**src/dfl_pkg.sv**
```systemverilog
package dfl_pkg;

    // Clock and derived timing
    localparam int unsigned CLK_HZ = 25_000_000;
    // Comms timeout counts in milliseconds
    localparam int unsigned MS_PER_S = 1000;
    localparam int unsigned MS_TICK_CYCLES = CLK_HZ / MS_PER_S;
    // Healthy_indicator indicator half period while fault_latched_flag
    localparam int unsigned BLINK_HALF_MS = 250;
    localparam int unsigned BLINK_HALF_CYCLES = MS_TICK_CYCLES * BLINK_HALF_MS;

    // Fault source indices; message code is index plus one
    localparam int NUM_FAULTS = 13;
    localparam int F_BUS_LOW = 0;
    localparam int F_BUS_HIGH = 1;
    localparam int F_OVER_CURRENT = 2;
    localparam int F_HEATSINK = 3;
    localparam int F_EXTERNAL = 4;
    localparam int F_AIN1_BREAK = 5;
    localparam int F_AIN2_BREAK = 6;
    localparam int F_STALL = 7;
    localparam int F_I2T = 8;
    localparam int F_BRAKE_RES = 9;
    localparam int F_BRAKE_SW = 10;
    localparam int F_KEYPAD = 11;
    localparam int F_COMMS = 12;

    // Register byte offsets
    localparam logic [7:0] OFS_CTRL = 8'h00;
    localparam logic [7:0] OFS_LATCH = 8'h04;
    localparam logic [7:0] OFS_SOURCE = 8'h08;
    localparam logic [7:0] OFS_COMMS_TO = 8'h0C;
    localparam logic [7:0] OFS_I2T_THRESH = 8'h10;
    localparam logic [7:0] OFS_I2T_UPPER = 8'h14;
    localparam logic [7:0] OFS_I2T_DUR = 8'h18;
    localparam logic [7:0] OFS_STATUS = 8'h1C;
    localparam logic [7:0] OFS_I2T_ACC = 8'h20;

    // Control field positions
    localparam int CTRL_INVERT_BIT = 0;
    localparam int CTRL_RUN_BIT = 1;
    // Status field positions
    localparam int ST_CODE_LSB = 0;
    localparam int ST_PEND_BIT = 4;
    localparam int ST_LATCHED_BIT = 5;
    localparam int ST_POWER_BIT = 6;

    // Reset values of writable registers
    localparam logic [15:0] RST_COMMS_TO = 16'h0000;
    localparam logic [15:0] RST_I2T_THRESH = 16'h8000;
    localparam logic [15:0] RST_I2T_UPPER = 16'hF000;
    localparam logic [31:0] RST_I2T_DUR = 32'h0100_0000;

    // AXI responses
    localparam logic [1:0] RESP_OKAY = 2'h0;
    localparam logic [1:0] RESP_SLVERR = 2'h2;

endpackage

```
**src/dfl_fault_latch_manager.sv**
```systemverilog
`timescale 1ns/1ns

// How it works
// (RL1) Any fault source drops power enable immediately
// (RL2) Each fault stays latched until reset
// (RL3) Healthy_indicator indicator flashes while any latch set
// (RL4) Fault sets the fault latched flag
// (RL5) Healthy output level follows polarity setting
// (RL6) Power stays off while any latch set
// (RL7) Reset clears latch only if source gone
// (RL8) All sources latch independently and concurrently
// (RL9) Reset from remote input or keypad key
// (RL10) Successful reset: indicator steady on, flag false
// (RL11) New fault presents its cause code
// (RL12) Operator acknowledges message with acknowledge key
// (RL13) Separate bus undervoltage and overvoltage faults
// (RL14) Missing external supply level is a fault
// (RL15) Separate signal break fault per analog input
// (RL16) Keypad unplugged while running locally faults
// (RL17) No traffic within comms timeout faults
// (RL18) Current time integral over settings faults
// (RL19) Distinct current, heat, stall, brake faults
// (RL20) Reset clears inactive latches, keeps active ones
module dfl_fault_latch_manager #(
    parameter int unsigned MS_TICK_CYCLES = dfl_pkg::MS_TICK_CYCLES,
    parameter int unsigned BLINK_HALF_CYCLES = dfl_pkg::BLINK_HALF_CYCLES
) (
    // Clock and reset
    input wire logic clk,
    input wire logic rst_b,
    // AXI4-Lite write address and data
    input wire logic [7:0] awaddr,
    input wire logic awvalid,
    output logic awready,
    input wire logic [31:0] wdata,
    input wire logic [3:0] wstrb,
    input wire logic wvalid,
    output logic wready,
    // AXI4-Lite write response
    output logic [1:0] bresp,
    output logic bvalid,
    input wire logic bready,
    // AXI4-Lite read
    input wire logic [7:0] araddr,
    input wire logic arvalid,
    output logic arready,
    output logic [31:0] rdata,
    output logic [1:0] rresp,
    output logic rvalid,
    input wire logic rready,
    // Fault detector levels
    input wire logic dcBusLowDet,
    input wire logic dcBusHighDet,
    input wire logic overCurrentDet,
    input wire logic heatsinkHotDet,
    input wire logic extSupplyPresent,
    input wire logic ain1BreakDet,
    input wire logic ain2BreakDet,
    input wire logic stallDet,
    input wire logic brakeResOverloadDet,
    input wire logic brakeSwOverloadDet,
    // Current measurement and comms activity
    input wire logic [15:0] motorCurrent,
    input wire logic commsValidPulse,
    // Keypad panel and terminals
    input wire logic keypadPresent,
    input wire logic localControl,
    input wire logic remoteResetIn,
    input wire logic keyStopReset,
    input wire logic keyAck,
    // Drive side outputs
    output logic powerEnable,
    output logic healthLed,
    output logic faultLatchedFlag,
    output logic healthyOut,
    output logic [3:0] msgCode,
    output logic msgPending
);

    localparam int NF = dfl_pkg::NUM_FAULTS;

    // Whole module state in one record
    typedef struct packed {
        logic [NF-1:0] latch;       // Latched faults
        logic remPrev;              // Edge detect of remote reset
        logic keyPrev;              // Edge detect of stop/reset key
        logic ackPrev;              // Edge detect of acknowledge key
        logic [23:0] blinkCnt;      // Flash half period counter
        logic blinkPh;              // Flash phase
        logic [15:0] msCnt;         // Millisecond prescaler
        logic [15:0] commsCnt;      // Milliseconds since last traffic
        logic [31:0] i2tAcc;        // Excess current integral
        logic invertHealthy;        // Healthy output polarity
        logic runRequest;           // Software asks for power stage
        logic [15:0] commsTimeout;  // Zero disables comms check
        logic [15:0] i2tThresh;
        logic [15:0] i2tUpper;
        logic [31:0] i2tDur;
        logic [3:0] code;
        logic pend;
        logic powerEn;
        logic led;
        logic flag;
        logic healthy;
        logic awRdy;
        logic wRdy;
        logic awHeld;
        logic wHeld;
        logic [7:0] wAddr;
        logic [31:0] wData;
        logic [3:0] wStrb;
        logic bValid;
        logic [1:0] bResp;
        logic arRdy;
        logic rValid;
        logic [31:0] rData;
        logic [1:0] rResp;
    } dfl_state_t;

    localparam dfl_state_t ST_RESET = '{
        commsTimeout: dfl_pkg::RST_COMMS_TO,
        i2tThresh: dfl_pkg::RST_I2T_THRESH,
        i2tUpper: dfl_pkg::RST_I2T_UPPER,
        i2tDur: dfl_pkg::RST_I2T_DUR,
        led: 1'b1,
        // No latch and normal polarity, so the output already reads healthy
        healthy: 1'b1,
        default: '0
    };

    dfl_state_t s_ff;
    dfl_state_t nxt_s;

    // Raw fault conditions, one bit per source
    logic [NF-1:0] src;
    logic rstEvt;     // Reset request edge
    logic ackEvt;     // Acknowledge key edge
    logic msTick;
    logic [NF-1:0] latchN;

    assign src[dfl_pkg::F_BUS_LOW] = dcBusLowDet; // RL13
    assign src[dfl_pkg::F_BUS_HIGH] = dcBusHighDet; // RL13
    assign src[dfl_pkg::F_OVER_CURRENT] = overCurrentDet; // RL19
    assign src[dfl_pkg::F_HEATSINK] = heatsinkHotDet; // RL19
    // An absent supply level counts as a fault, so a broken wire trips
    assign src[dfl_pkg::F_EXTERNAL] = ~extSupplyPresent; // RL14
    assign src[dfl_pkg::F_AIN1_BREAK] = ain1BreakDet; // RL15
    assign src[dfl_pkg::F_AIN2_BREAK] = ain2BreakDet; // RL15
    assign src[dfl_pkg::F_STALL] = stallDet; // RL19
    // Hard ceiling trips at once, the integral trips over the duration
    assign src[dfl_pkg::F_I2T] = (motorCurrent > s_ff.i2tUpper)
        | (s_ff.i2tAcc > s_ff.i2tDur); // RL18
    assign src[dfl_pkg::F_BRAKE_RES] = brakeResOverloadDet; // RL19
    assign src[dfl_pkg::F_BRAKE_SW] = brakeSwOverloadDet; // RL19
    // Only a running, locally controlled drive needs its keypad
    assign src[dfl_pkg::F_KEYPAD] = ~keypadPresent & s_ff.powerEn & localControl; // RL16
    assign src[dfl_pkg::F_COMMS] = (s_ff.commsTimeout != 16'h0000)
        & (s_ff.commsCnt >= s_ff.commsTimeout); // RL17

    // Either reset source is taken on its rising edge
    assign rstEvt = (remoteResetIn & ~s_ff.remPrev) | (keyStopReset & ~s_ff.keyPrev); // RL9
    assign ackEvt = keyAck & ~s_ff.ackPrev; // RL12
    assign msTick = (32'(s_ff.msCnt) == MS_TICK_CYCLES - 1);

    // Reset keeps whatever is still active; a new event wins over the clear
    assign latchN = rstEvt ? src : (s_ff.latch | src); // RL2 RL7 RL8 RL20

    // Lowest numbered newly latched fault names the cause
    function automatic logic [3:0] firstCode(input logic [NF-1:0] v);
        logic [3:0] c;
        c = 4'h0;
        for (int i = NF - 1; i >= 0; i--)
        begin
            if (v[i])
            begin
                c = 4'(i + 1);
            end
        end
        return c;
    endfunction

    // Byte lane merge for register writes
    function automatic logic [31:0] mergeStrb(input logic [31:0] old, input logic [31:0] dat,
        input logic [3:0] strb);
        logic [31:0] r;
        r = old;
        for (int b = 0; b < 4; b++)
        begin
            if (strb[b])
            begin
                r[b*8 +: 8] = dat[b*8 +: 8];
            end
        end
        return r;
    endfunction

    // Read mux over the register map; unmapped answers with an error
    function automatic logic [32:0] readReg(input dfl_state_t s, input logic [7:0] a,
        input logic [NF-1:0] raw);
        logic [32:0] r;
        r = {1'b0, 32'h0000_0000};
        if (a == dfl_pkg::OFS_CTRL)
        begin
            r[dfl_pkg::CTRL_INVERT_BIT] = s.invertHealthy;
            r[dfl_pkg::CTRL_RUN_BIT] = s.runRequest;
        end
        else if (a == dfl_pkg::OFS_LATCH)
        begin
            r[NF-1:0] = s.latch;
        end
        else if (a == dfl_pkg::OFS_SOURCE)
        begin
            r[NF-1:0] = raw;
        end
        else if (a == dfl_pkg::OFS_COMMS_TO)
        begin
            r[15:0] = s.commsTimeout;
        end
        else if (a == dfl_pkg::OFS_I2T_THRESH)
        begin
            r[15:0] = s.i2tThresh;
        end
        else if (a == dfl_pkg::OFS_I2T_UPPER)
        begin
            r[15:0] = s.i2tUpper;
        end
        else if (a == dfl_pkg::OFS_I2T_DUR)
        begin
            r[31:0] = s.i2tDur;
        end
        else if (a == dfl_pkg::OFS_STATUS)
        begin
            r[dfl_pkg::ST_CODE_LSB +: 4] = s.code;
            r[dfl_pkg::ST_PEND_BIT] = s.pend;
            r[dfl_pkg::ST_LATCHED_BIT] = s.flag;
            r[dfl_pkg::ST_POWER_BIT] = s.powerEn;
        end
        else if (a == dfl_pkg::OFS_I2T_ACC)
        begin
            r[31:0] = s.i2tAcc;
        end
        else
        begin
            r[32] = 1'b1;
        end
        return r;
    endfunction

    // Next state of the whole block
    always_comb
    begin
        logic [16:0] diff;
        logic [32:0] sum;
        logic [32:0] rd;
        logic [7:0] wa;
        logic [31:0] wv;
        diff = 17'h0_0000;
        sum = 33'h0_0000_0000;
        rd = 33'h0_0000_0000;
        wa = 8'h00;
        wv = 32'h0000_0000;
        nxt_s = s_ff;
        nxt_s.remPrev = remoteResetIn;
        nxt_s.keyPrev = keyStopReset;
        nxt_s.ackPrev = keyAck;

        // Millisecond prescaler
        nxt_s.msCnt = msTick ? 16'h0000 : s_ff.msCnt + 16'h0001;

        // Traffic restarts the silence count; it saturates rather than wraps
        if (commsValidPulse)
        begin
            nxt_s.commsCnt = 16'h0000; // RL17
        end
        else if (msTick && s_ff.commsCnt != 16'hFFFF)
        begin
            nxt_s.commsCnt = s_ff.commsCnt + 16'h0001; // RL17
        end

        // Integral grows by the excess over threshold and decays below it
        if (motorCurrent > s_ff.i2tThresh)
        begin
            diff = {1'b0, motorCurrent} - {1'b0, s_ff.i2tThresh};
            sum = {1'b0, s_ff.i2tAcc} + {16'h0000, diff};
            nxt_s.i2tAcc = sum[32] ? 32'hFFFF_FFFF : sum[31:0]; // RL18
        end
        else
        begin
            diff = {1'b0, s_ff.i2tThresh} - {1'b0, motorCurrent};
            nxt_s.i2tAcc = (s_ff.i2tAcc > {15'h0000, diff})
                ? s_ff.i2tAcc - {15'h0000, diff} : 32'h0000_0000; // RL18
        end

        // Flash timebase runs freely; phase only shows while fault_latched_flag
        if (32'(s_ff.blinkCnt) == BLINK_HALF_CYCLES - 1)
        begin
            nxt_s.blinkCnt = 24'h00_0000;
            nxt_s.blinkPh = ~s_ff.blinkPh;
        end
        else
        begin
            nxt_s.blinkCnt = s_ff.blinkCnt + 24'h00_0001;
        end

        // Fault latches
        nxt_s.latch = latchN; // RL2 RL8

        // Message code and acknowledge; a new fault wins over an acknowledge
        if (|(latchN & ~s_ff.latch))
        begin
            nxt_s.code = firstCode(latchN & ~s_ff.latch); // RL11
            nxt_s.pend = 1'b1; // RL11
        end
        else if (ackEvt)
        begin
            nxt_s.pend = 1'b0; // RL12
        end
        if (latchN == '0 && !nxt_s.pend)
        begin
            nxt_s.code = 4'h0;
        end

        // AXI write channel capture, address and data in either order
        if (awvalid && s_ff.awRdy)
        begin
            nxt_s.awHeld = 1'b1;
            nxt_s.wAddr = awaddr;
        end
        if (wvalid && s_ff.wRdy)
        begin
            nxt_s.wHeld = 1'b1;
            nxt_s.wData = wdata;
            nxt_s.wStrb = wstrb;
        end
        if (s_ff.bValid && bready)
        begin
            nxt_s.bValid = 1'b0;
        end
        // Perform the write once both halves are held
        if (s_ff.awHeld && s_ff.wHeld && !s_ff.bValid)
        begin
            wa = {s_ff.wAddr[7:2], 2'b00};
            nxt_s.awHeld = 1'b0;
            nxt_s.wHeld = 1'b0;
            nxt_s.bValid = 1'b1;
            nxt_s.bResp = dfl_pkg::RESP_OKAY;
            if (wa == dfl_pkg::OFS_CTRL)
            begin
                wv = mergeStrb({30'h0000_0000, s_ff.runRequest, s_ff.invertHealthy},
                    s_ff.wData, s_ff.wStrb);
                nxt_s.invertHealthy = wv[dfl_pkg::CTRL_INVERT_BIT]; // RL5
                nxt_s.runRequest = wv[dfl_pkg::CTRL_RUN_BIT];
            end
            else if (wa == dfl_pkg::OFS_COMMS_TO)
            begin
                wv = mergeStrb({16'h0000, s_ff.commsTimeout}, s_ff.wData, s_ff.wStrb);
                nxt_s.commsTimeout = wv[15:0]; // RL17
            end
            else if (wa == dfl_pkg::OFS_I2T_THRESH)
            begin
                wv = mergeStrb({16'h0000, s_ff.i2tThresh}, s_ff.wData, s_ff.wStrb);
                nxt_s.i2tThresh = wv[15:0];
            end
            else if (wa == dfl_pkg::OFS_I2T_UPPER)
            begin
                wv = mergeStrb({16'h0000, s_ff.i2tUpper}, s_ff.wData, s_ff.wStrb);
                nxt_s.i2tUpper = wv[15:0];
            end
            else if (wa == dfl_pkg::OFS_I2T_DUR)
            begin
                nxt_s.i2tDur = mergeStrb(s_ff.i2tDur, s_ff.wData, s_ff.wStrb);
            end
            else if (wa == dfl_pkg::OFS_LATCH || wa == dfl_pkg::OFS_SOURCE
                || wa == dfl_pkg::OFS_STATUS || wa == dfl_pkg::OFS_I2T_ACC)
            begin
                // Read-only words ignore writes
                nxt_s.bResp = dfl_pkg::RESP_OKAY;
            end
            else
            begin
                nxt_s.bResp = dfl_pkg::RESP_SLVERR;
            end
        end
        // Readies drop while a half is held or a response waits
        nxt_s.awRdy = ~nxt_s.awHeld & ~nxt_s.bValid;
        nxt_s.wRdy = ~nxt_s.wHeld & ~nxt_s.bValid;

        // AXI read channel
        if (s_ff.rValid && rready)
        begin
            nxt_s.rValid = 1'b0;
        end
        if (arvalid && s_ff.arRdy)
        begin
            rd = readReg(s_ff, {araddr[7:2], 2'b00}, src);
            nxt_s.rValid = 1'b1;
            nxt_s.rData = rd[31:0];
            nxt_s.rResp = rd[32] ? dfl_pkg::RESP_SLVERR : dfl_pkg::RESP_OKAY;
        end
        nxt_s.arRdy = ~nxt_s.rValid;

        // Power stage is gated by live sources as well as latches
        nxt_s.powerEn = nxt_s.runRequest & ~(|latchN) & ~(|src); // RL1 RL6
        nxt_s.flag = |latchN; // RL4 RL10
        nxt_s.led = (|latchN) ? nxt_s.blinkPh : 1'b1; // RL3 RL10
        nxt_s.healthy = ~(|latchN) ^ nxt_s.invertHealthy; // RL5
    end

    // State register with synchronous reset
    always_ff @(posedge clk)
    begin
        if (!rst_b)
        begin
            s_ff <= ST_RESET;
        end
        else
        begin
            s_ff <= nxt_s;
        end
    end

    // Outputs straight from the state register
    assign awready = s_ff.awRdy;
    assign wready = s_ff.wRdy;
    assign bvalid = s_ff.bValid;
    assign bresp = s_ff.bResp;
    assign arready = s_ff.arRdy;
    assign rvalid = s_ff.rValid;
    assign rdata = s_ff.rData;
    assign rresp = s_ff.rResp;
    assign powerEnable = s_ff.powerEn;
    assign healthLed = s_ff.led;
    assign faultLatchedFlag = s_ff.flag;
    assign healthyOut = s_ff.healthy;
    assign msgCode = s_ff.code;
    assign msgPending = s_ff.pend;
endmodule

```
**config.mk**
```make
export PLATFORM = sky130hd
export DESIGN_NAME = dfl_fault_latch_manager
export DESIGN_NICKNAME = d
export VERILOG_FILES = /design/src/dfl_pkg.sv /design/src/dfl_fault_latch_manager.sv
export SDC_FILE = /design/constraint.sdc
export NUM_CORES = 1
export LEC_CHECK = 0
export BUFFER_PORTS_ARGS = -buffer_cell sky130_fd_sc_hd__clkbuf_2
export CORE_MARGIN = 1
export CORE_UTILIZATION = 66
export DETAILED_ROUTE_END_ITERATION = 6
export PLACE_DENSITY = 0.86
export SETUP_SLACK_MARGIN = 0.05
export SYNTH_ARGS = -nofsm -noshare
export SYNTH_HDL_FRONTEND = slang
export SYNTH_SLANG_ARGS = --single-unit
```
**constraint.sdc**
```tcl
create_clock -name clk -period 10.8 [get_ports clk]
set_input_delay 0 -clock clk [delete_from_list [all_inputs] [get_ports clk]]
set_output_delay 0 -clock clk [all_outputs]
set_load 0.02 [all_outputs]
```
==> summary.txt, run 1 <==
Setup path
  – FF-to-FF Start: s_ff[144]
  – Reg2reg setup slack: 5.27 ns
  – Crit path buf inv count: 2
  – Crit path depth: 22
  – Worst Setup SP: s_ff[144]
  – Critical Path RT: 11.26 ns
  – Critical-path cell list: inv_1, ha_1, inv_1, fa_1, nand2_1, nand2_1, a21oi_1, o21ba_2, o21ai_0, a21o_1, nor2_1, xor2_1, ha_1, a21o_1, a21oi_1, o21ai_1, a31o_2, a211o_4, a2111oi_4, nor3_4, a32o_1, o22a_1
  – Setup CP Type: reg -> reg
  – CP Data Arrival Time: ~6 ns
  – Element type at the critical path end: flip-flop
  – Slowest-stage cell, CP: a2111oi_4
  – Reg-to-reg critical path endpoint: s_ff[207]
  – R2R depth: 22
  – Crit-path max cell delay: around 0.73 ns
  – Cell family with most CP delay: compound AO/OA/AOI/OAI gates
  – Crit path to: s_ff[207]
  – Crit-path max FO: 10
  – CP Launch Type: flip-flop

Detailed routing
  – Routed Antenna Nets: 0
  – Vias per std cell: 6.35
  – Drt total wl: 52800 um
  – WL per Instance: 20.1 um
  – Via count: 16700
  – Post-route DRC violation count: 0
  – Initial DRC count: approximately 1700
  – Drt first pass iters: 6

Clock tree
  – CTS sink cnt: 279
  – CTS root buffer: clkbuf_16
  – Cts repair resizes: 0
  – TritonCTS clock tree: built
  – H-Tree Depth: 1
  – CTS buffer count: 30
  – Worst skew pair latency: between 0.5 and 0.6 ns
  – Longest Clk Path Bufs: 3
  – CTS clock-pin slew for the worst setup and hold paths: 0.06 ns

Global routing
  – Gr usage total: 0.396
  – GR Util met2: 0.663
  – Busiest layer in global routing: met2
  – Initial antenna violation count: 0
  – Gr ovfl total: 0
  – Number of global-route vias before repair: 16100
  – Largest net degree at the start of global routing: between 80 and 90
  – Routing usage on met1: 0.497
  – Met3 global-route usage: 0.0534
  – First-pass GRT wire length: 83100 um

Placement
  – IO Port Bufs: 134
  – GP Congestion: 0.999
  – Dpl cell area: 0.0175 mm^2
  – Hpwl dp: between 30000 and 40000 um

Die
  – Area of the die: 0.0263 mm^2
  – Die Y: 162 um
  – Core Footprint: 0.0252 mm^2
  – Width of the chip: 162 um
  – Starting Density: 0.672
  – Num ports: approximately 140
  – # rows: 58

Yosys
  – Cell variety after synth: 91
  – Mapped Area: 0.0169 mm^2
  – Async SR Flop Fraction: 0
  – Yosys reg bits: 279
  – Seq/Total Area, Yosys: 0.330
  – Top-area cell type share of the netlist area: 0.330
  – Yosys Warn Count: 0
  – Cell taking the most area after synthesis: dfxtp_1
  – Post-Synthesis Cells: 2153
  – Synth Flop Type: dfxtp_1
  – Number of enable flip-flop cells after synthesis: 0
  – Avg Inst Size Synth: 7.86 um^2
  – Synth top area cells: dfxtp_1 (33%), ha_1 (9.8%), a21oi_1 (6.7%), nand2_1 (6.4%), nor2_1 (5.0%)

STA
  – Relative slew slack: 0.0366
  – Slew Viols, Final: 0
  – Final period util: 0.512
  – RSZ-0062 raised after global routing: no
  – Final hold vios: 0
  – Sum Neg Setup Slack: 0 ns
  – Max frequency: roughly 180 MHz
  – Tmin final: between 5 and 6 ns
  – Final Setup Violations: 0
  – Pin slew with the least headroom to its limit: 1.43 ns
  – Setup Skew: 0.0172 ns

Final layout
  – Max reg flops: around 230
  – Area grow syn2layout: 13.5%
  – # nets final: 2502
  – Fin area: 0.0192 mm^2
  – Largest Register: s_ff
  – Fraction of layout cells with a size suffix above 1: 0.103
  – N_diodes: 0
  – Fill cell count: between 1500 and 2000

Status
  – Outcome: finished clean

Job
  – # Max-Cap Violations: 0

Power
  – Worst VDD drop: approximately 0.13 mV
  – Total chip power: 3.50 mW
  – P_leak: a little under 8 nW
  – Power density over cell area: roughly 180 mW/mm^2

Hold path
  – Hold WC Path Type: in -> reg
[worst register-to-register path, cell delays in order (launching register included)]
cell	delay (ns)
dfxtp_1	0.36
inv_1	0.07
ha_1	0.17
inv_1	0.07
fa_1	0.41
nand2_1	0.09
nand2_1	0.05
a21oi_1	0.26
o21ba_2	0.18
o21ai_0	0.11
a21o_1	0.23
nor2_1	0.11
xor2_1	0.23
ha_1	0.32
a21o_1	0.20
a21oi_1	0.36
o21ai_1	0.12
a31o_2	0.30
a211o_4	0.40
a2111oi_4	0.73
nor3_4	0.19
a32o_1	0.27
o22a_1	0.19
[cells in the mapped netlist, types with 13 or more instances]
master,n
nand2_1,288
nor4_1,20
a21oi_1,226
o211ai_1,14
a31oi_1,17
a21o_1,31
and2_1,19
buf_4,42
nand3_1,55
a221oi_1,25
nand4_1,25
clkbuf_1,81
and3_1,25
nor3_1,42
o21ai_1,13
dfxtp_1,279
ha_1,133
xnor2_1,46
inv_1,135
xor2_1,58
nor2_1,224
o21ai_0,65
nor2b_1,13
a22oi_1,28
or3_1,20
mux2i_1,40
nand2b_1,19
[layout by cell type (no fill, tap or decap), drive strengths merged, types with 11 or more instances in the layout]
cell type	instances
nand2b	20
a22oi	28
dlygate4sd3	73
mux2i	40
dfxtp	279
nor2b	13
xor2	58
and2	19
o21a	11
a211oi	12
ha	133
a21o	31
clkbuf	176
nand4	25
xnor2	46
buf	14
inv	137
nor2	224
nor4	20
a21oi	227
o211ai	14
a221oi	25
o21ai	79
or3	20
nand2	289
and3	25
nand3	56
nor3	45
a31oi	17
[final cells by class]
class / instances / area, um^2 / share of cell area
timing repair buffer: 221 / 1510 / 0.0784
sequential: 279 / 5590 / 0.291
clock buffer: 42 / 866 / 0.0451
inverter: 136 / 513 / 0.0267
clock inverter: 14 / 145 / 0.00756
tap: 330 / 413 / 0.0215
multi-input combinational: 1606 / 10200 / 0.530
[per-layer routing]
| layer | part of all wire | routed length (um) |
|---|---|---|
| met5 | 0 | 0 |
| met4 | 0.054 | 2840 |
| met3 | 0.093 | 4900 |
| met2 | 0.46 | 24500 |
| met1 | 0.39 | 20500 |
[metrics by stage]
step,cells,setup WS (ns),hold slack (ns),utilization
global placement,2499,5.45,0.218,0.694
CTS,2628,5.38,0.0249,0.763
detailed placement,2499,5.39,0.224,0.694
finish,2628,5.27,0.0502,0.763
floorplan,2154,6.29,0.0918,-
global route,2628,4.96,0.0688,0.763
[timing repair]
| action | CTS | global route |
|---|---|---|
| hold endpoints to repair | 78 | 0 |
| hold buffers | 73 | 0 |
| buffers inserted | 0 | 0 |
[power breakdown]
| group | internal (mW) | switching (mW) | total, mW |
|---|---|---|---|
| Sequential | 1.11 | 0.164 | 1.27 |
| Clock | 0.608 | 0.443 | 1.05 |
| Combinational | 0.509 | 0.672 | 1.18 |
[logic make-up after synthesis]
| kind of cell | share of synthesized area |
|---|---|
| AOI/OAI and AO/OA | 0.200 |
| buffers and inverters | 0.0698 |
| adders and majority gates | 0.103 |
| other | 0.000222 |
| muxes | 0.0303 |
| xor gates and xnor gates | 0.0538 |
| DFF | 0.330 |
| and+or+nand+nor | 0.212 |
[worst min-delay path by stage]
| stage | start | end | slack (ns) | depth (start not counted) |
|---|---|---|---|---|
| 2_1_floorplan | extSupplyPresent | s_ff[274] | 0.09 | 1 |
| 3_3_place_gp | remoteResetIn | s_ff[269] | 0.22 | 2 |
| 3_5_place_dp | remoteResetIn | s_ff[269] | 0.22 | 2 |
| 4_1_cts | wvalid | s_ff[39] | 0.02 | 5 |
| 5_1_grt | wvalid | s_ff[42] | 0.07 | 5 |
| 6_report | wvalid | s_ff[40] | 0.05 | 5 |
Note: power is estimated with default switching activity, not from simulation.
==> run 2: changes to the inputs <==
--- a/config.mk
+++ b/config.mk
@@ -7,9 +7,9 @@
 export LEC_CHECK = 0
 export BUFFER_PORTS_ARGS = -buffer_cell sky130_fd_sc_hd__clkbuf_2
 export CORE_MARGIN = 1
-export CORE_UTILIZATION = 66
+export CORE_UTILIZATION = 55
 export DETAILED_ROUTE_END_ITERATION = 6
-export PLACE_DENSITY = 0.86
+export PLACE_DENSITY = 0.76
 export SETUP_SLACK_MARGIN = 0.05
 export SYNTH_ARGS = -nofsm -noshare
 export SYNTH_HDL_FRONTEND = slang
==> constraint.sdc (replaced) <==
create_clock -name clk -period 4.5 [get_ports clk]
set_input_delay 0 -clock clk [delete_from_list [all_inputs] [get_ports clk]]
set_output_delay 0 -clock clk [all_outputs]
set_load 0.02 [all_outputs]
==> run 2 against run 1 <==
Against the previous run:
- setup slack worse by 5.2 ns
- routed wire length is 1.8% higher
- first-iteration DRC count is 5.0% lower
- flip-flop and latch count stayed put
- critical path depth stayed put
- global-route usage is 6.1 points lower
- register-to-register slack worse by 5.2 ns
- sequential power is 140% higher
- die area is 20% higher
- non-clock buffer count is 61 higher
- cell count is 4.5% higher
==> summary.txt, run 2 (synthesis gave the netlist of run 1 again) <==
Final layout
  – Post-layout util: 0.670
  – Sequential cell area: 0.00559 mm^2
  – Fin area: ~0.02 mm^2
  – Largest Register: s_ff
  – N_diodes: 0
  – # nets final: 2562
  – Max reg flops: ~230
  – Leading cell type in the layout, fill and taps excluded: nand2_1
  – Fraction of layout cells with a size suffix above 1: 0.148
  – Most frequent cells in the layout: nand2_1 (285), dfxtp_1 (277), a21oi_1 (219), nor2_1 (219), clkbuf_2 (134)
  – Area grow syn2layout: 18.5%
  – Finished Layout Cells: 2746
  – Multi-input gate area: between 0.01 and 0.015 mm^2
  – Fill cell count: around 2500

Placement
  – GP Congestion: 0.968
  – Hpwl dp: slightly below 40000 um
  – IO Port Bufs: 134
  – Cells after DPL: roughly 2600
  – Dpl cell area: ~0.018 mm^2

Detailed routing
  – Drt first pass iters: 6
  – WL per Instance: 19.6 um
  – Drt total wl: 53700 um
  – Via count: roughly 17000
  – Routed Antenna Nets: 0
  – Initial DRC count: 1581
  – Post-route DRC violation count: 0
  – Vias per std cell: 6.08

Setup path
  – Element type at the critical path end: flip-flop
  – R2R depth: 22
  – CP Data Arrival Time: 4.90 ns
  – Cell family with most CP delay: compound AO/OA/AOI/OAI gates
  – Critical-path cell list: inv_2, ha_4, inv_2, fa_2, nand2_1, nand2_1, a21oi_2, o21ba_4, o21ai_2, a21o_1, o41ai_4, o21a_1, buf_4, xor2_1, ha_2, a21oi_2, nor2_2, a211o_4, a2111o_1, nand2_2, nor3_1, o311a_1
  – Slowest-stage cell, CP: a2111o_1
  – Crit path buf inv count: 3
  – Crit-path max cell delay: a little over 0.5 ns
  – Setup CP Type: reg -> reg
  – CP Launch Type: flip-flop
  – Critical Path RT: 4.95 ns
  – Crit path depth: 22
  – Crit-path max FO: 5

Clock tree
  – Worst skew pair latency: 0.57 ns
  – CTS clock-pin slew for the worst setup and hold paths: 0.06 ns
  – TritonCTS clock tree: built
  – H-Tree Depth: 1
  – CTS root buffer: clkbuf_16
  – Longest Clk Path Bufs: 3
  – CTS sink cnt: 279
  – CTS buffer count: 29

Global routing
  – Number of global-route vias before repair: about 16000
  – Initial antenna violation count: 0
  – Gr ovfl total: 0
  – Largest net degree at the start of global routing: 69
  – First-pass GRT wire length: 83300 um
  – Gr usage total: 0.334

STA
  – Slew Viols, Final: 0
  – Final hold vios: 0
  – Final period util: 0.988
  – Setup Skew: 0.0122 ns
  – Relative slew slack: 0.169
  – Hold Slack: 0.0303 ns
  – Tmin final: 4.45 ns
  – Max frequency: approximately 220 MHz
  – RSZ-0062 raised after global routing: yes
  – Pin slew with the least headroom to its limit: 1.24 ns
  – Final Setup Violations: 0

Die
  – # rows: 63
  – Num ports: 141
  – Width of the chip: 177 um
  – Core Footprint: between 0.02 and 0.03 mm^2
  – Starting Density: 0.565
  – Die Y: 177 um
  – Area of the die: 0.0315 mm^2

Hold path
  – Hold depth: 4
  – Hold WC Path Type: in -> reg

Power
  – Sw Share: 0.365
  – Sequential power share: 0.342
  – Worst VDD drop: 0.325 mV
  – Total chip power: 8.90 mW
  – Power share of the clock group: 0.290
  – Comb pwr share: 0.368
  – P_sw: 3.25 mW
  – Int Power: 5.65 mW
  – Power density over cell area: about 440 mW/mm^2
  – P_leak: 8.06 nW

Status
  – Outcome: finished clean

Job
  – # Max-Cap Violations: 0
run 2: cell count changes in the layout (fill, tap and decap cells not counted), moves of 4 or more:
cell,change
o21ai_2,+7
ha_1,-4
nor2_1,-5
buf_4,+54
a21oi_1,-7
nor2_2,+5
o21ai_0,-6
a21oi_2,+7
buf_6,+7
run 2: worst reg2reg max path, cell delays in order, from the launching register on:
cell and delay [ns]:
dfxtp_2 0.34, inv_2 0.06, ha_4 0.13, inv_2 0.03, fa_2 0.33, nand2_1 0.06, nand2_1 0.06, a21oi_2 0.19
o21ba_4 0.18, o21ai_2 0.06, a21o_1 0.20, o41ai_4 0.25, o21a_1 0.21, buf_4 0.13, xor2_1 0.15, ha_2 0.34
a21oi_2 0.20, nor2_2 0.06, a211o_4 0.29, a2111o_1 0.51, nand2_2 0.18, nor3_1 0.06, o311a_1 0.33
run 2: metrics by stage:
step	setup WS [ns]	setup TNS [ns]
2_1_floorplan	0.0946	0
3_3_place_gp	-0.101	-0.318
3_5_place_dp	-0.159	-1.16
4_1_cts	0.0185	0
5_1_grt	-0.118	-0.528
6_report	0.0531	0
run 2: layout make-up:
class,instances,area share
multi-input combinational,1606,0.521
sequential,279,0.279
tap,390,0.0243
clock buffer,42,0.0426
inverter,136,0.0256
clock inverter,11,0.00817
timing repair buffer,282,0.0997
run 2: power by group through the flow:
stage / clock (mW) / combinational (mW) / sequential, mW
2_1_floorplan: 0 / 2.17 / 2.88
3_3_place_gp: 0 / 2.91 / 3.06
3_5_place_dp: 0 / 2.96 / 3.06
4_1_cts: 2.59 / 3.07 / 3.00
5_1_grt: 2.69 / 3.57 / 3.05
6_report: 2.58 / 3.28 / 3.04
run 2: timing repair:
action | 4_1_cts | 5_1_grt
setup endpoints to repair | 27 | 32
hold buffers | 72 | 0
setup buffers | 4 | 8
resized for setup | 26 | 50
hold endpoints to repair | 73 | 0
pin swaps | 10 | 31
run 2: worst paths after layout:
kind | start | endpoint | slack (ns)
worst max-delay path | s_ff[144] | s_ff[196] | 0.05
worst min-delay path | wvalid | s_ff[44] | 0.03
worst max register to register | s_ff[144] | s_ff[196] | 0.05
worst min register to register | s_ff[66] | s_ff[66] | 0.45
run 2: layer usage:
metal,wire length (um),vias up,GRT usage
met2,24600,731,0.551
met1,22600,7948,0.449
met5,0,-,0
met3,4740,122,0.0433
met4,1770,0,0.115
li1,-,7885,-
==> run 3: changes to the inputs <==
--- a/config.mk
+++ b/config.mk
@@ -9,7 +9,7 @@
 export CORE_MARGIN = 1
 export CORE_UTILIZATION = 55
 export DETAILED_ROUTE_END_ITERATION = 6
-export PLACE_DENSITY = 0.76
+export PLACE_DENSITY = 0.73
 export SETUP_SLACK_MARGIN = 0.05
 export SYNTH_ARGS = -nofsm -noshare
 export SYNTH_HDL_FRONTEND = slang
==> constraint.sdc (replaced) <==
create_clock -name clk -period 4.5 [get_ports clk]
set_input_delay 0.45 -clock clk [delete_from_list [all_inputs] [get_ports clk]]
set_output_delay 0.45 -clock clk [all_outputs]
set_load 0.02 [all_outputs]
==> run 3 against run 2 <==
Against the previous run:
- sequential power hardly changed
- via count is 2.2% lower
- worst hold slack better by 0.084 ns
- critical path depth is 2 higher
- highest routed layer unchanged
- utilization is 0.71 points lower
- register-to-register slack worse by 0.03 ns
- routed wire length is 0.78% lower
- sequential share of layout area is 0.29 points higher
- clock power is 3% lower
==> summary.txt, run 3 (synthesis gave the netlist of run 1 again) <==
Status
  – Outcome: finished clean

Final layout
  – Sequential cell area: 0.00559 mm^2
  – Most frequent cells in the layout: nand2_1 (286), dfxtp_1 (278), nor2_1 (222)
  – # nets final: 2557
  – Largest Register: s_ff
  – Fill cell count: 2623
  – Area grow syn2layout: 17.3%
  – Fraction of layout cells with a size suffix above 1: 0.174
  – Post-layout util: 0.663
  – Leading cell type in the layout, fill and taps excluded: nand2_1
  – Max reg flops: about 230
  – Multi-input gate area: 0.0105 mm^2

Setup path
  – Reg2reg setup slack: 0.02 ns
  – FF-to-FF Start: s_ff[144]
  – Cell family with most CP delay: compound AO/OA/AOI/OAI gates
  – Slowest-stage cell, CP: a2111oi_4
  – R2R depth: 24
  – Reg-to-reg critical path endpoint: s_ff[209]
  – Crit-path max FO: 7
  – CP Data Arrival Time: 4.92 ns
  – Crit-path max cell delay: around 0.44 ns
  – Crit path buf inv count: 4
  – Setup CP Type: reg -> reg
  – Crit path depth: 24
  – Critical Path RT: 4.94 ns
  – Critical-path cell list: inv_2, ha_4, inv_2, fa_2, nand2_1, nand2_1, a21oi_2, o21ba_4, o21ai_4, a21o_1, nor2_2, xor2_1, ha_1, a21o_1, a21oi_2, o21ai_1, a31o_2, a211o_4, buf_6, a2111oi_4, nor3_4, buf_6, a31oi_1, a22oi_1
  – CP Launch Type: flip-flop
  – Element type at the critical path end: flip-flop

Global routing
  – Gr ovfl total: 0
  – Number of global-route vias before repair: roughly 15000
  – Initial antenna violation count: 2
  – Largest net degree at the start of global routing: 76
  – Gr usage total: 0.330
  – First-pass GRT wire length: 81700 um

Hold path
  – WHS Endpoint: s_ff[268]
  – Worst Hold Launch: keyStopReset
  – Hold WC Path Type: in -> reg
  – Hold depth: 2

Placement
  – GP Congestion: 0.989
  – Worst slack, placed: -0.402 ns
  – Hpwl dp: 40600 um
  – IO Port Bufs: approximately 130

Power
  – Comb pwr share: 0.380
  – P_sw: 3.25 mW
  – Total chip power: 8.98 mW
  – Power share of the clock group: 0.279
  – Worst VDD drop: 0.286 mV
  – Sw Share: 0.362
  – Sequential power share: 0.341
  – P_leak: 8.12 nW
  – Power density over cell area: 452 mW/mm^2
  – Int Power: approximately 5.7 mW

Clock tree
  – TritonCTS clock tree: built
  – H-Tree Depth: 1
  – CTS buffer count: 29
  – Cts hold-fix bufs: 0
  – CTS root buffer: clkbuf_16
  – CTS sink cnt: 279
  – CTS clock-pin slew for the worst setup and hold paths: about 0.06 ns
  – Longest Clk Path Bufs: 3
  – Worst skew pair latency: ~0.56 ns

Detailed routing
  – Metal2 WL: approximately 25000 um
  – Top Layer Used: met4
  – Vias per std cell: just under 6
  – Met3 WL: roughly 4300 um
  – Wl on met1: 22600 um
  – Via count: 16300
  – Drt total wl: 53300 um
  – Routed Antenna Nets: 0
  – Post-route DRC violation count: 0
  – WL per Instance: 19.5 um
  – Initial DRC count: 1491
  – Drt first pass iters: 6

STA
  – Final hold vios: 0
  – Max frequency: 223 MHz
  – Hold Slack: 0.114 ns
  – Slew Viols, Final: 0
  – Setup Skew: 0.0176 ns
  – Pin slew with the least headroom to its limit: ~1.2 ns
  – Final setup margin: around 0.022 ns
  – Relative slew slack: 0.225
  – Tmin final: 4.48 ns
  – Final period util: 0.995
  – Final Setup Violations: 0
  – RSZ-0062 raised after global routing: yes

Die
  – Area of the die: 0.0315 mm^2
  – Starting Density: 0.565
  – Num ports: 141
  – # rows: 63
  – Width of the chip: 177 um
  – Die Y: ~180 um
  – Core Footprint: 0.0300 mm^2

Job
  – # Max-Cap Violations: 0
[run 3: changes by cell type in the layout (fill, tap and decap cells not counted), sizes merged]
cell,previous run,this run
diode,0,2
clkinv,4,5
buf,76,143
dlygate4sd3,72,0
bufinv,4,3
clkinvlp,2,0
inv,137,136
[run 3: per-layer routing]
| metal | global-route usage | up-vias |
|---|---|---|
| met4 | 0.102 | 0 |
| met2 | 0.555 | 658 |
| met1 | 0.439 | 7690 |
| met5 | 0 | - |
| li1 | - | 7869 |
| met3 | 0.0422 | 106 |
[run 3: worst reg2reg max path: stages, from the launching register on]
cell and delay [ns]:
dfxtp_2 0.32, inv_2 0.06, ha_4 0.13, inv_2 0.03, fa_2 0.33, nand2_1 0.07
nand2_1 0.06, a21oi_2 0.17, o21ba_4 0.17, o21ai_4 0.07, a21o_1 0.22, nor2_2 0.12
xor2_1 0.20, ha_1 0.28, a21o_1 0.19, a21oi_2 0.14, o21ai_1 0.08, a31o_2 0.26
a211o_4 0.36, buf_6 0.12, a2111oi_4 0.44, nor3_4 0.13, buf_6 0.17, a31oi_1 0.16
a22oi_1 0.08
[run 3: power by group through the flow]
stage	clock network, mW	registers, mW	logic (mW)
2_1_floorplan	0	2.88	2.19
3_3_place_gp	0	3.08	3.08
3_5_place_dp	0	3.08	3.13
4_1_cts	2.52	3.03	3.18
5_1_grt	2.63	3.07	3.73
6_report	2.50	3.06	3.42
[run 3: metrics by stage]
step                area [um^2]  TNS, ns  instances
floorplan                 17000        0       2154
global placement          18500    -7.09       2677
detailed placement        18500    -9.07       2677
CTS                       19500        0       2732
global route              19800    -1.41       2739
finish                    19800        0       2740
[run 3: worst max path at each step]
stage                endpoint       startpoint  slack, ns
floorplan           s_ff[197]  motorCurrent[0]       0.02
CTS                 s_ff[196]        s_ff[144]       0.06
global placement    s_ff[195]  motorCurrent[1]      -0.35
detailed placement  s_ff[195]  motorCurrent[1]      -0.40
finish              s_ff[209]        s_ff[144]       0.02
global route        s_ff[207]        s_ff[144]      -0.13
[run 3: layout make-up]
type,instances,area share
clock buffers,42,0.0431
flip-flops and latches,279,0.281
diodes,2,0.000252
well taps,390,0.0246
multi-input cells,1606,0.528
repair buffers,277,0.0903
clock inverters,8,0.00656
inverters,136,0.0258
[run 3: repair_timing]
| action | 4_1_cts | 5_1_grt |
|---|---|---|
| buffers inserted | 5 | 4 |
| resized for setup | 10 | 59 |
| pin swaps | 18 | 41 |
| setup endpoints to repair | 32 | 32 |
| cloned | 0 | 2 |
